`src/vfd_params.svh`:
```
// Constants for the display module host port.
// Assumes inclusion by bare name from the package and the port modules.
`ifndef VFD_PARAMS_SVH
`define VFD_PARAMS_SVH

// Width of the synchronised pin vector
`define VFD_SYNC_W        15
// Reset value of the synchronised pins, every line idle high
`define VFD_SYNC_RST      15'h7FFF

// Bit positions in the synchronised pin vector
`define VFD_PIN_DATA_LSB  0
`define VFD_PIN_DATA_MSB  7
`define VFD_PIN_CS_B      8
`define VFD_PIN_WR_B      9
`define VFD_PIN_RD_B      10
`define VFD_PIN_CMD_SEL   11
`define VFD_PIN_STRAP     12
`define VFD_PIN_SCLK      13
`define VFD_PIN_SI        14

// Cycles between frame pulses
`define VFD_FRAME_CYCLES  16'h0100
// Clock edges after reset release before the strap is caught;
// the synchroniser needs four edges to flush its idle-high reset value
`define VFD_STRAP_WAIT    3'h4
// Last bit index of a serial byte
`define VFD_SER_LAST_BIT  3'h7

`endif

```
`src/vfd_pkg.sv`:
```
// Types shared by the display module host port.
// Assumes vfd_params.svh in the include path.
`include "vfd_params.svh"

package vfd_pkg;

  typedef enum logic {
    MODE_PARALLEL = 1'b0,
    MODE_SERIAL   = 1'b1
  } port_mode_t;

  typedef struct packed {
    logic [`VFD_SYNC_W-1:0] s1;
    logic [`VFD_SYNC_W-1:0] s2;
    logic [`VFD_SYNC_W-1:0] s3;
    logic [`VFD_SYNC_W-1:0] clean;
  } sync_state_t;

  typedef struct packed {
    logic       strap_done;
    logic [2:0] strap_cnt;
    port_mode_t mode;
    logic       wr_prev;
    logic       rd_prev;
    logic       sclk_prev;
    logic [2:0] bit_cnt;
    logic [7:0] shift_in;
    logic [7:0] shift_out;
    logic       so;
    logic [7:0] cmd_byte;
    logic       cmd_valid;
    logic [7:0] data_byte;
    logic       data_valid;
    logic       rd_req;
    logic [7:0] bus_out;
    logic       bus_oe;
    logic [15:0] frame_cnt;
    logic       frame_pulse;
  } port_state_t;

endpackage

```
`src/vfd_pin_sync.sv`:
```
// Three-stage synchroniser with agreement filter for the port pins.
// Assumes asynchronous pins and a single clock domain.
`timescale 1ns/1ps
`include "vfd_params.svh"

module vfd_pin_sync (
  input  logic                   clock,
  input  logic                   rst_b,
  input  logic [`VFD_SYNC_W-1:0] pins,
  output logic [`VFD_SYNC_W-1:0] clean
);

  vfd_pkg::sync_state_t st_reg;
  vfd_pkg::sync_state_t st_next;

  always_comb begin
    st_next    = st_reg;
    st_next.s1 = pins;
    st_next.s2 = st_reg.s1;
    st_next.s3 = st_reg.s2;
    for (int i = 0; i < `VFD_SYNC_W; i++) begin
      if (st_reg.s2[i] == st_reg.s3[i]) begin
        st_next.clean[i] = st_reg.s3[i];
      end
    end
  end

  always_ff @(posedge clock or negedge rst_b) begin
    if (!rst_b) begin
      st_reg <= {4{`VFD_SYNC_RST}};
    end else begin
      st_reg <= st_next;
    end
  end

  assign clean = st_reg.clean;

endmodule

```
`src/vfd_host_port.sv`:
```
// Host access port of a dot graphic fluorescent display module.
// Assumes pins arrive asynchronously and the core answers reads on rd_data.
// Functional notes
// (RULE1) Chip select low, read high, select high: write strobe rise latches a command.
// (RULE2) Chip select low, read high, select low: write strobe rise latches a data byte.
// (RULE3) Chip select low, write high, read low, select low: device drives read data.
// (RULE4) The host marks commands with the select line high and data with it low.
// (RULE5) With the select line low the eight-bit bus carries data both ways.
// (RULE6) Exactly one pulse on the frame output per refreshed display frame.
// (RULE7) Strap open selects the parallel port, strap grounded selects serial.
// (RULE8) Serial mode moves bytes on host clock, serial input and serial output.
// (RULE9) In serial mode the parallel strobes govern nothing.
// (RULE10) The host follows a parameterised command with its setting data bytes.
// (RULE11) Chip select high: strobes ignored and the bus left undriven.
`timescale 1ns/1ps
`include "vfd_params.svh"

module vfd_host_port #(
  parameter logic [15:0] FRAME_CYCLES = `VFD_FRAME_CYCLES
) (
  input  logic       clock,
  input  logic       rst_b,
  input  logic       cs_b,
  input  logic       wr_b,
  input  logic       rd_b,
  input  logic       cmd_sel,
  input  logic       port_strap,
  input  logic       sclk,
  input  logic       si,
  input  logic [7:0] host_data_bus_in,
  input  logic [7:0] rd_data,
  output logic [7:0] host_data_bus_out,
  output logic       host_data_bus_oe,
  output logic       so,
  output logic       frame_pulse,
  output logic [7:0] cmd_byte,
  output logic       cmd_valid,
  output logic [7:0] data_byte,
  output logic       data_valid,
  output logic       rd_req
);

  logic [`VFD_SYNC_W-1:0] sy;
  logic                   sy_cs_b;
  logic                   sy_wr_b;
  logic                   sy_rd_b;
  logic                   sy_cmd;
  logic                   sy_strap;
  logic                   sy_sclk;
  logic                   sy_si;
  logic [7:0]             sy_data;
  logic                   par_on;
  logic                   ser_on;
  logic                   read_cond;
  vfd_pkg::port_state_t   st_reg;
  vfd_pkg::port_state_t   st_next;

  vfd_pin_sync u_sync (
    .clock (clock),
    .rst_b (rst_b),
    .pins  ({si, sclk, port_strap, cmd_sel, rd_b, wr_b, cs_b, host_data_bus_in}),
    .clean (sy)
  );

  assign sy_data  = sy[`VFD_PIN_DATA_MSB:`VFD_PIN_DATA_LSB];
  assign sy_cs_b  = sy[`VFD_PIN_CS_B];
  assign sy_wr_b  = sy[`VFD_PIN_WR_B];
  assign sy_rd_b  = sy[`VFD_PIN_RD_B];
  assign sy_cmd   = sy[`VFD_PIN_CMD_SEL];
  assign sy_strap = sy[`VFD_PIN_STRAP];
  assign sy_sclk  = sy[`VFD_PIN_SCLK];
  assign sy_si    = sy[`VFD_PIN_SI];

  // Port enables after the strap is caught
  assign par_on    = st_reg.strap_done && (st_reg.mode == vfd_pkg::MODE_PARALLEL) && !sy_cs_b;
  assign ser_on    = st_reg.strap_done && (st_reg.mode == vfd_pkg::MODE_SERIAL) && !sy_cs_b;
  assign read_cond = par_on && sy_wr_b && !sy_rd_b && !sy_cmd;

  always_comb begin
    st_next             = st_reg;
    st_next.cmd_valid   = 1'b0;
    st_next.data_valid  = 1'b0;
    st_next.rd_req      = 1'b0;
    st_next.frame_pulse = 1'b0;
    st_next.wr_prev     = sy_wr_b;
    st_next.rd_prev     = sy_rd_b;
    st_next.sclk_prev   = sy_sclk;

    // Strap caught once after reset release
    if (!st_reg.strap_done) begin
      if (st_reg.strap_cnt == `VFD_STRAP_WAIT) begin
        st_next.strap_done = 1'b1;
        st_next.mode = sy_strap ? vfd_pkg::MODE_PARALLEL : vfd_pkg::MODE_SERIAL; // see RULE7
      end else begin
        st_next.strap_cnt = st_reg.strap_cnt + 3'h1;
      end
    end

    // Frame timer
    if (st_reg.frame_cnt == FRAME_CYCLES - 16'h0001) begin
      st_next.frame_cnt   = 16'h0000;
      st_next.frame_pulse = 1'b1; // see RULE6
    end else begin
      st_next.frame_cnt = st_reg.frame_cnt + 16'h0001;
    end

    // Parallel strobes, only while selected; see RULE11 and RULE9
    if (par_on && !st_reg.wr_prev && sy_wr_b && sy_rd_b) begin
      if (sy_cmd) begin
        st_next.cmd_byte  = sy_data; // see RULE1
        st_next.cmd_valid = 1'b1;
      end else begin
        st_next.data_byte  = sy_data; // see RULE2
        st_next.data_valid = 1'b1;
      end
    end
    if (read_cond && st_reg.rd_prev) begin
      st_next.rd_req = 1'b1;
    end

    // Bus drive during a data read; see RULE3 and RULE5
    st_next.bus_oe = read_cond;
    if (read_cond) begin
      st_next.bus_out = rd_data;
    end

    // Serial shifter; see RULE8
    if (ser_on) begin
      if (!st_reg.sclk_prev && sy_sclk) begin
        st_next.shift_in = {st_reg.shift_in[6:0], sy_si};
        st_next.bit_cnt  = st_reg.bit_cnt + 3'h1;
        if (st_reg.bit_cnt == `VFD_SER_LAST_BIT) begin
          st_next.shift_out = rd_data;
          st_next.rd_req    = !sy_cmd;
          if (sy_cmd) begin
            st_next.cmd_byte  = {st_reg.shift_in[6:0], sy_si};
            st_next.cmd_valid = 1'b1;
          end else begin
            st_next.data_byte  = {st_reg.shift_in[6:0], sy_si};
            st_next.data_valid = 1'b1;
          end
        end
      end else if (st_reg.sclk_prev && !sy_sclk) begin
        st_next.so        = st_reg.shift_out[7];
        st_next.shift_out = {st_reg.shift_out[6:0], 1'b0};
      end
    end else begin
      st_next.bit_cnt   = 3'h0;
      st_next.shift_out = rd_data;
      st_next.so        = 1'b0;
    end
  end

  always_ff @(posedge clock or negedge rst_b) begin
    if (!rst_b) begin
      st_reg           <= '0;
      st_reg.wr_prev   <= 1'b1;
      st_reg.rd_prev   <= 1'b1;
      st_reg.sclk_prev <= 1'b1;
    end else begin
      st_reg <= st_next;
    end
  end

  assign host_data_bus_out = st_reg.bus_out;
  assign host_data_bus_oe  = st_reg.bus_oe;
  assign so                = st_reg.so;
  assign frame_pulse       = st_reg.frame_pulse;
  assign cmd_byte          = st_reg.cmd_byte;
  assign cmd_valid         = st_reg.cmd_valid;
  assign data_byte         = st_reg.data_byte;
  assign data_valid        = st_reg.data_valid;
  assign rd_req            = st_reg.rd_req;

  // Checks
  cmd_write_a: assert property (@(posedge clock) disable iff (!rst_b) // see RULE1
    (par_on && !st_reg.wr_prev && sy_wr_b && sy_rd_b && sy_cmd)
      |=> (cmd_valid && !data_valid && cmd_byte == $past(sy_data)))
    else $error("command write not latched");

  data_write_a: assert property (@(posedge clock) disable iff (!rst_b) // see RULE2
    (par_on && !st_reg.wr_prev && sy_wr_b && sy_rd_b && !sy_cmd)
      |=> (data_valid && !cmd_valid && data_byte == $past(sy_data)))
    else $error("data write not latched");

  read_drive_a: assert property (@(posedge clock) disable iff (!rst_b) // see RULE3
    read_cond |=> (host_data_bus_oe && host_data_bus_out == $past(rd_data)))
    else $error("read data not driven");

  cmd_no_drive_a: assert property (@(posedge clock) disable iff (!rst_b) // see RULE5
    (par_on && sy_cmd) |=> !host_data_bus_oe)
    else $error("bus driven during command phase");

  cs_idle_a: assert property (@(posedge clock) disable iff (!rst_b) // see RULE11
    sy_cs_b |=> (!host_data_bus_oe && !cmd_valid && !data_valid && !rd_req))
    else $error("activity while deselected");

  frame_gap_a: assert property (@(posedge clock) disable iff (!rst_b) // see RULE6
    frame_pulse |-> (st_reg.frame_cnt == 16'h0000 && !$past(frame_pulse)))
    else $error("frame pulse out of place");

  strap_mode_a: assert property (@(posedge clock) disable iff (!rst_b) // see RULE7
    $rose(st_reg.strap_done) |-> ((st_reg.mode == vfd_pkg::MODE_SERIAL) == !$past(sy_strap)))
    else $error("port mode does not follow strap");

  serial_quiet_a: assert property (@(posedge clock) disable iff (!rst_b) // see RULE9
    (st_reg.strap_done && st_reg.mode == vfd_pkg::MODE_SERIAL) |-> !host_data_bus_oe)
    else $error("parallel bus driven in serial mode");

  serial_byte_a: assert property (@(posedge clock) disable iff (!rst_b) // see RULE8
    (ser_on && !st_reg.sclk_prev && sy_sclk && st_reg.bit_cnt == 3'h7)
      |=> ((cmd_valid || data_valid) && st_reg.bit_cnt == 3'h0))
    else $error("serial byte not delivered");

endmodule

```
`config.mk`:
```
export PLATFORM = sky130hd
export DESIGN_NAME = vfd_host_port
export DESIGN_NICKNAME = d
export VERILOG_FILES = /design/src/vfd_pkg.sv /design/src/vfd_pin_sync.sv /design/src/vfd_host_port.sv
export VERILOG_INCLUDE_DIRS = /design/src
export SDC_FILE = /design/constraint.sdc
export NUM_CORES = 1
export LEC_CHECK = 0
export BUFFER_PORTS_ARGS = -buffer_cell sky130_fd_sc_hd__buf_2
export CORE_MARGIN = 4
export CORE_UTILIZATION = 50
export CTS_CLUSTER_DIAMETER = 50
export DETAILED_ROUTE_END_ITERATION = 7
export HOLD_SLACK_MARGIN = 0.08
export MAX_ROUTING_LAYER = met4
export PLACE_DENSITY_LB_ADDON = 0.15
export RECOVER_POWER = 100
export SETUP_SLACK_MARGIN = 0.05
export SKIP_LAST_GASP = 1
export SYNTH_ARGS = -nofsm -noshare
export SYNTH_HDL_FRONTEND = slang
export SYNTH_SLANG_ARGS = --single-unit
```
`constraint.sdc`:
```
create_clock -name clock -period 2.8 [get_ports clock]
set_input_delay 0.28 -clock clock [delete_from_list [all_inputs] [get_ports clock]]
set_output_delay 0.28 -clock clock [all_outputs]
set_load 0.02 [all_outputs]
```
# After elaboration in Yosys (flattened, before gate mapping)

Index checks and enable logic that the tools add are counted.
Widths: inputs -> output; s select.

Logic and storage cells: 113
Flip-flop bits (word level): 133
Output and inout port bits: 30
Memories kept: 0
Memory bits (read-only): 0
Latch bits: 0
RAM bits: 0

$mul: 0
Shifts and indexed selects: 0
Equality and inequality tests: 23
Order comparisons: 0
Reduce and logical (&&, ||, !) cells: 24
Divide/modulo/power cells: 0
$add $sub $neg: 3
Mux-type cells: 23
Bitwise gates (word level): 3

Operator list:

| operator              | number |
|---|---|
| $mux 19               | 3 |
| $mux 9                | 6 |
| $mux 18               | 1 |
| $add 16x1->16 const B | 1 |
| $eq 16x8->1 const B   | 1 |
| $mux 16               | 1 |
| $mux 8                | 2 |
| $eq 1x1->1            | 15 |
| $logic_and 1x1->1     | 13 |
| $mux 11               | 1 |
| $reduce_and 2->1      | 5 |
| $add 3x1->3 const B   | 2 |
| $eq 3x3->1 const B    | 2 |
| $logic_not 1->1       | 6 |
| $mux 1                | 6 |
| $mux 3                | 2 |
| $mux 5                | 1 |
| $ne 2x1->1 const B    | 2 |
| $ne 3x1->1 const B    | 1 |
| $ne 3x2->1 const B    | 1 |
| $not 1->1             | 3 |
| $ne 2x2->1 const B    | 1 |

# Longest topological paths before layout

Word-level depth: 11
Gate-level depth with buffers: 7
Gate-level depth less buffers: 6

# Modules after synthesis

From an unflattened synthesis, not the netlist that was laid out.

Cell total of the unflattened synthesis: 349
Area, all modules: 5072.4 µm²

By module, submodules not included:

| module        | seq. area each (µm²) | times used | area an instance (µm²) | cells an instance |
|---|---|---|---|---|
| vfd_host_port | 1805.5               | 1          | 3214.3                 | 259 |
| vfd_pin_sync  | 1576.5               | 1          | 1858.0                 | 90 |

# Worst setup path after synthesis

Ideal clock, no wire load.

Path type: flip-flop to flip-flop
Start: reg u_sync.st_reg, in the netlist u_sync.clean[9]
End: reg st_reg, in the netlist cmd_byte[0]
Arrival: 1.717 ns
Setup time: 0.125 ns
Path buffers: 1
Cell stages (with the launch flop): 6
Slack: 0.958 ns
Path through: dfstp_2 -> nand4bb_1 -> or3b_1 -> buf_2 -> a21oi_4 -> mux2_2

RTL lines:

| item                   | RTL line             | RTL |
|---|---|---|
| start, declared        | vfd_pin_sync.sv:13   | `vfd_pkg::sync_state_t st_reg;` |
| start signal, assigned | vfd_pin_sync.sv:30   | `` st_reg <= {4{`VFD_SYNC_RST}}; `` |
| start signal, assigned | vfd_pin_sync.sv:32   | `st_reg <= st_next;` |
| end signal, assigned   | vfd_host_port.sv:161 | `st_reg <= st_next;` |
| end, declared          | vfd_host_port.sv:55  | `vfd_pkg::port_state_t st_reg;` |

==> results list <==
- For the finished layout, the period the worst path requires is 2.07 ns.
- Post-synthesis to final-layout area growth: 21.4%
* Proportion of synthesized chip area in sequential cells: 68.9%
- Hold path depth: 0
- STA classifies the critical path startpoint as a register.
- TritonCTS built the clock tree.
* Pleak: 0.00258 µW
- Run status: finished with violations
- Between clock sinks in the finished design, the worst skew comes to 0.00763 ns.
- The number of pins with negative max-slew slack in the final report is 63.
- For this run, the total global-route usage over all layers was measured as 15.7%.
- Proportion of synthesized flip-flops having asynchronous set or reset: 100%
- Post-detailed-placement half-perimeter wirelength: 4.98 mm
- The checks that failed: capacitance limit, slew limit.
- The first global-routing pass estimated 13.6 mm of wire.
- Setup violations remaining at the end of the flow were counted as 0.
- Drt first-iter violations: 113
- In this run the count of I/O pins placed on the die edge is 55.
- Leading cell type in the layout, fill and taps excluded: sky130_fd_sc_hd__dfrtp_1
* Nets in the synthesized netlist: 377
* Peak VDD IR: 0.457 mV
- Floorplan die area: 0.0115 mm²
- After synthesis, the mean cell area works out to 14.2 µm².
- At the pin with the least slew margin, the transition time is 1.57 ns.
* Postcts setup bufs: 0
- Classification of the worst setup path: reg -> reg
- Across all layers, the routed design uses 2676 vias.
* Tcrit/Tclk final: 73.9%
* Share of final-layout standard cells stronger than drive strength 1: 27.8%
* Most used cells in the layout excluding fill and tap cells: sky130_fd_sc_hd__dfrtp_1 (69), sky130_fd_sc_hd__dfstp_2 (39), sky130_fd_sc_hd__nand2_1 (35), sky130_fd_sc_hd__clkbuf_1 (35)
* Worst slew margin: -4.92%
- Startpoint of the lowest-slack register-to-register path: st_reg[62]$_DFFE_PN0N_
* Clock root buffer: sky130_fd_sc_hd__clkbuf_8
- Type of the tightest min-delay check: reg -> reg
- Once the floorplan was initialized, standard cells occupied 52.2% of the core.
* Std-Cell Rows: 35
- The worst register-to-register path has a depth of 6.
- Worst Setup End Kind: register
- Entering global routing, the biggest net connects 64 pins.
- Synth area leaders: sky130_fd_sc_hd__dfrtp_1 (35%), sky130_fd_sc_hd__dfstp_2 (34%), sky130_fd_sc_hd__mux2_2 (5.7%)
- After detailed routing, the average wire length per cell comes to 13.9 µm.
* Number of enable flip-flop cells after synthesis: 0
- The net count of the finished layout is 449.
- After routing the design area is 0.00596 mm².
* Vias in the first global route: 2784
* Remaining design rule violation count: 0
- In this run the worst setup path begins at st_reg[62]$_DFFE_PN0N_.
- Routability congestion estimate from global placement: 0.725
- The number of hold buffers added after CTS was 24.
- The synthesized design spends more area on one cell type than any other, namely sky130_fd_sc_hd__dfrtp_1.
- Register-to-register path setup slack: 0.73 ns
- Unrepaired setup endpoints after global routing: false
- Final number of hold-violating endpoints: 0
- Max Fanout on Critical Path: 6
* Mapped cell area: 0.00491 mm²
- Drt via density: 4.77
- The repair_antennas step left the layout with diodes totalling 0.
* Initial antenna violation count: 0
- Counting every sink on the clock net gives 132.
* Clock transition at the registers of the reported paths: 0.05 ns
- Total CTS buffers: 17
- Number of search-and-repair iterations in the first detailed-routing pass: 4
- For the final routed database, the setup TNS stands at 0 ns.
* Total power consumption of the routed design: 5050 µW
- Later-pin clock latency in the skew report: 0.50 ns
* Vertical die dimension: 107 µm
* Placement-stage cell area: 0.00519 mm²
* Number of port buffers: 54
* Worst reg2reg path endpoint: data_byte[4]$_DFF_PN0_
* Htree depth: 4
* CORE AREA: 0.00942 mm²
* Signal arrival time at the worst endpoint: 2.44 ns
- Number of warnings reported in the yosys synthesis log: 0
* Number of nets with antenna violations after detailed routing: 0
- Die Wd: 107 µm
- Fraction of synthesized cell area taken by the top area cell type: 35.2%
* Dominant synthesized flop cell: sky130_fd_sc_hd__dfrtp_1
- After global routing the overflow that remains totals 0.
* Critical Path Sink: data_byte[4]$_DFF_PN0_
- Resized cells post-CTS: 0
- PwrDens: 848 mW/mm²
* Post-synthesis instance total: 347
- CTS Buffer Depth: 2
* Total detailed-routing wirelength: 7.79 mm
* Number of violations of the max-capacitance limit: 1
- Worst Path Required: 3.17 ns
- Worst hold-check slack: 0.360 ns
* Flip-flop count of the largest register after layout: 42
- Peak Freq: 0.483 GHz
- Synthesis inferred 132 register bits.
- Counting distinct cell types in the post-synthesis netlist gives 37.
## area by class of cell
type	instances	area (µm²)
clock buffer	24	480
clock inverter	8	98.8
fill	732	3450
inverter	6	22.5
multi-input combinational	180	1310
sequential	132	3380
tap	129	161
timing repair buffer	82	510
## synthesized netlist by cell type, types with 5 or more instances
cell type and n:
sky130_fd_sc_hd__ha_1 5, sky130_fd_sc_hd__maj3_1 15, sky130_fd_sc_hd__nand3_1 9, sky130_fd_sc_hd__nand2_1 35, sky130_fd_sc_hd__dfstp_2 63, sky130_fd_sc_hd__a21oi_1 9
sky130_fd_sc_hd__dfrtp_1 69, sky130_fd_sc_hd__mux2i_1 11, sky130_fd_sc_hd__inv_1 5, sky130_fd_sc_hd__nor2_1 21, sky130_fd_sc_hd__mux2_2 25, sky130_fd_sc_hd__buf_4 24
sky130_fd_sc_hd__xnor2_1 9, sky130_fd_sc_hd__xor2_1 7
## critical path, stage by stage (launching register included)
cell,delay (ns)
sky130_fd_sc_hd__dfrtp_1,0.38
sky130_fd_sc_hd__ha_1,0.17
sky130_fd_sc_hd__ha_1,0.18
sky130_fd_sc_hd__nand3b_1,0.10
sky130_fd_sc_hd__nor2_1,0.46
sky130_fd_sc_hd__mux2_1,0.40
sky130_fd_sc_hd__mux2_2,0.28
## worst min-delay path by stage
stage	startpoint	endpoint
5_1_grt	u_sync.st_next[32]$_DFF_PN1_	u_sync.st_next[17]$_DFF_PN1_
4_1_cts	u_sync.st_next[34]$_DFF_PN1_	u_sync.st_next[19]$_DFF_PN1_
2_1_floorplan	rst_b	async pin
3_3_place_gp	u_sync.st_next[34]$_DFF_PN1_	u_sync.st_next[19]$_DFF_PN1_
3_5_place_dp	u_sync.st_next[32]$_DFF_PN1_	u_sync.st_next[17]$_DFF_PN1_
6_report	u_sync.st_next[32]$_DFF_PN1_	u_sync.st_next[17]$_DFF_PN1_
## cells by family (layout without fill, tap and decap cells)
| family | count (synthesis) | count (layout) | share of synthesized area [%] |
|---|---|---|---|
| flip-flops | 132 | 132 | 68.9 |
| AND/OR/NAND/NOR | 88 | 88 | 8.43 |
| multiplexers | 36 | 36 | 7.97 |
| buffers and inverters | 35 | 120 | 4.56 |
| adder cells (fa/ha/maj) | 20 | 20 | 4.33 |
| AO/OA/AOI/OAI | 20 | 20 | 2.98 |
| XOR/XNOR | 16 | 16 | 2.85 |
## per-stage QoR
stage / instances / util [%] / setup slack [ns]
floorplan: 347 / - / 0.958
global placement: 505 / 55.1 / 0.765
detailed placement: 505 / 55.1 / 0.754
CTS: 561 / 63.8 / 0.726
global route: 561 / 63.3 / 0.575
finish: 561 / 63.3 / 0.731
## per-layer routing
metal / vias to the layer above / track usage, % / share of wire (%) / wire length [µm]
li1: 1293 / - / - / -
met1: 1324 / 21.2 / 49 / 3790
met2: 52 / 22.4 / 46 / 3560
met3: 7 / 4.88 / 4.7 / 366
met4: 0 / 5.75 / 0.95 / 74
met5: - / - / 0 / 0
## power by group
group | total, µW | switching, µW | internal [µW]
clock network | 2110 | 749 | 1360
logic | 602 | 359 | 243
registers | 2350 | 149 | 2200
No activity file was read; power rests on OpenSTA's default activity.
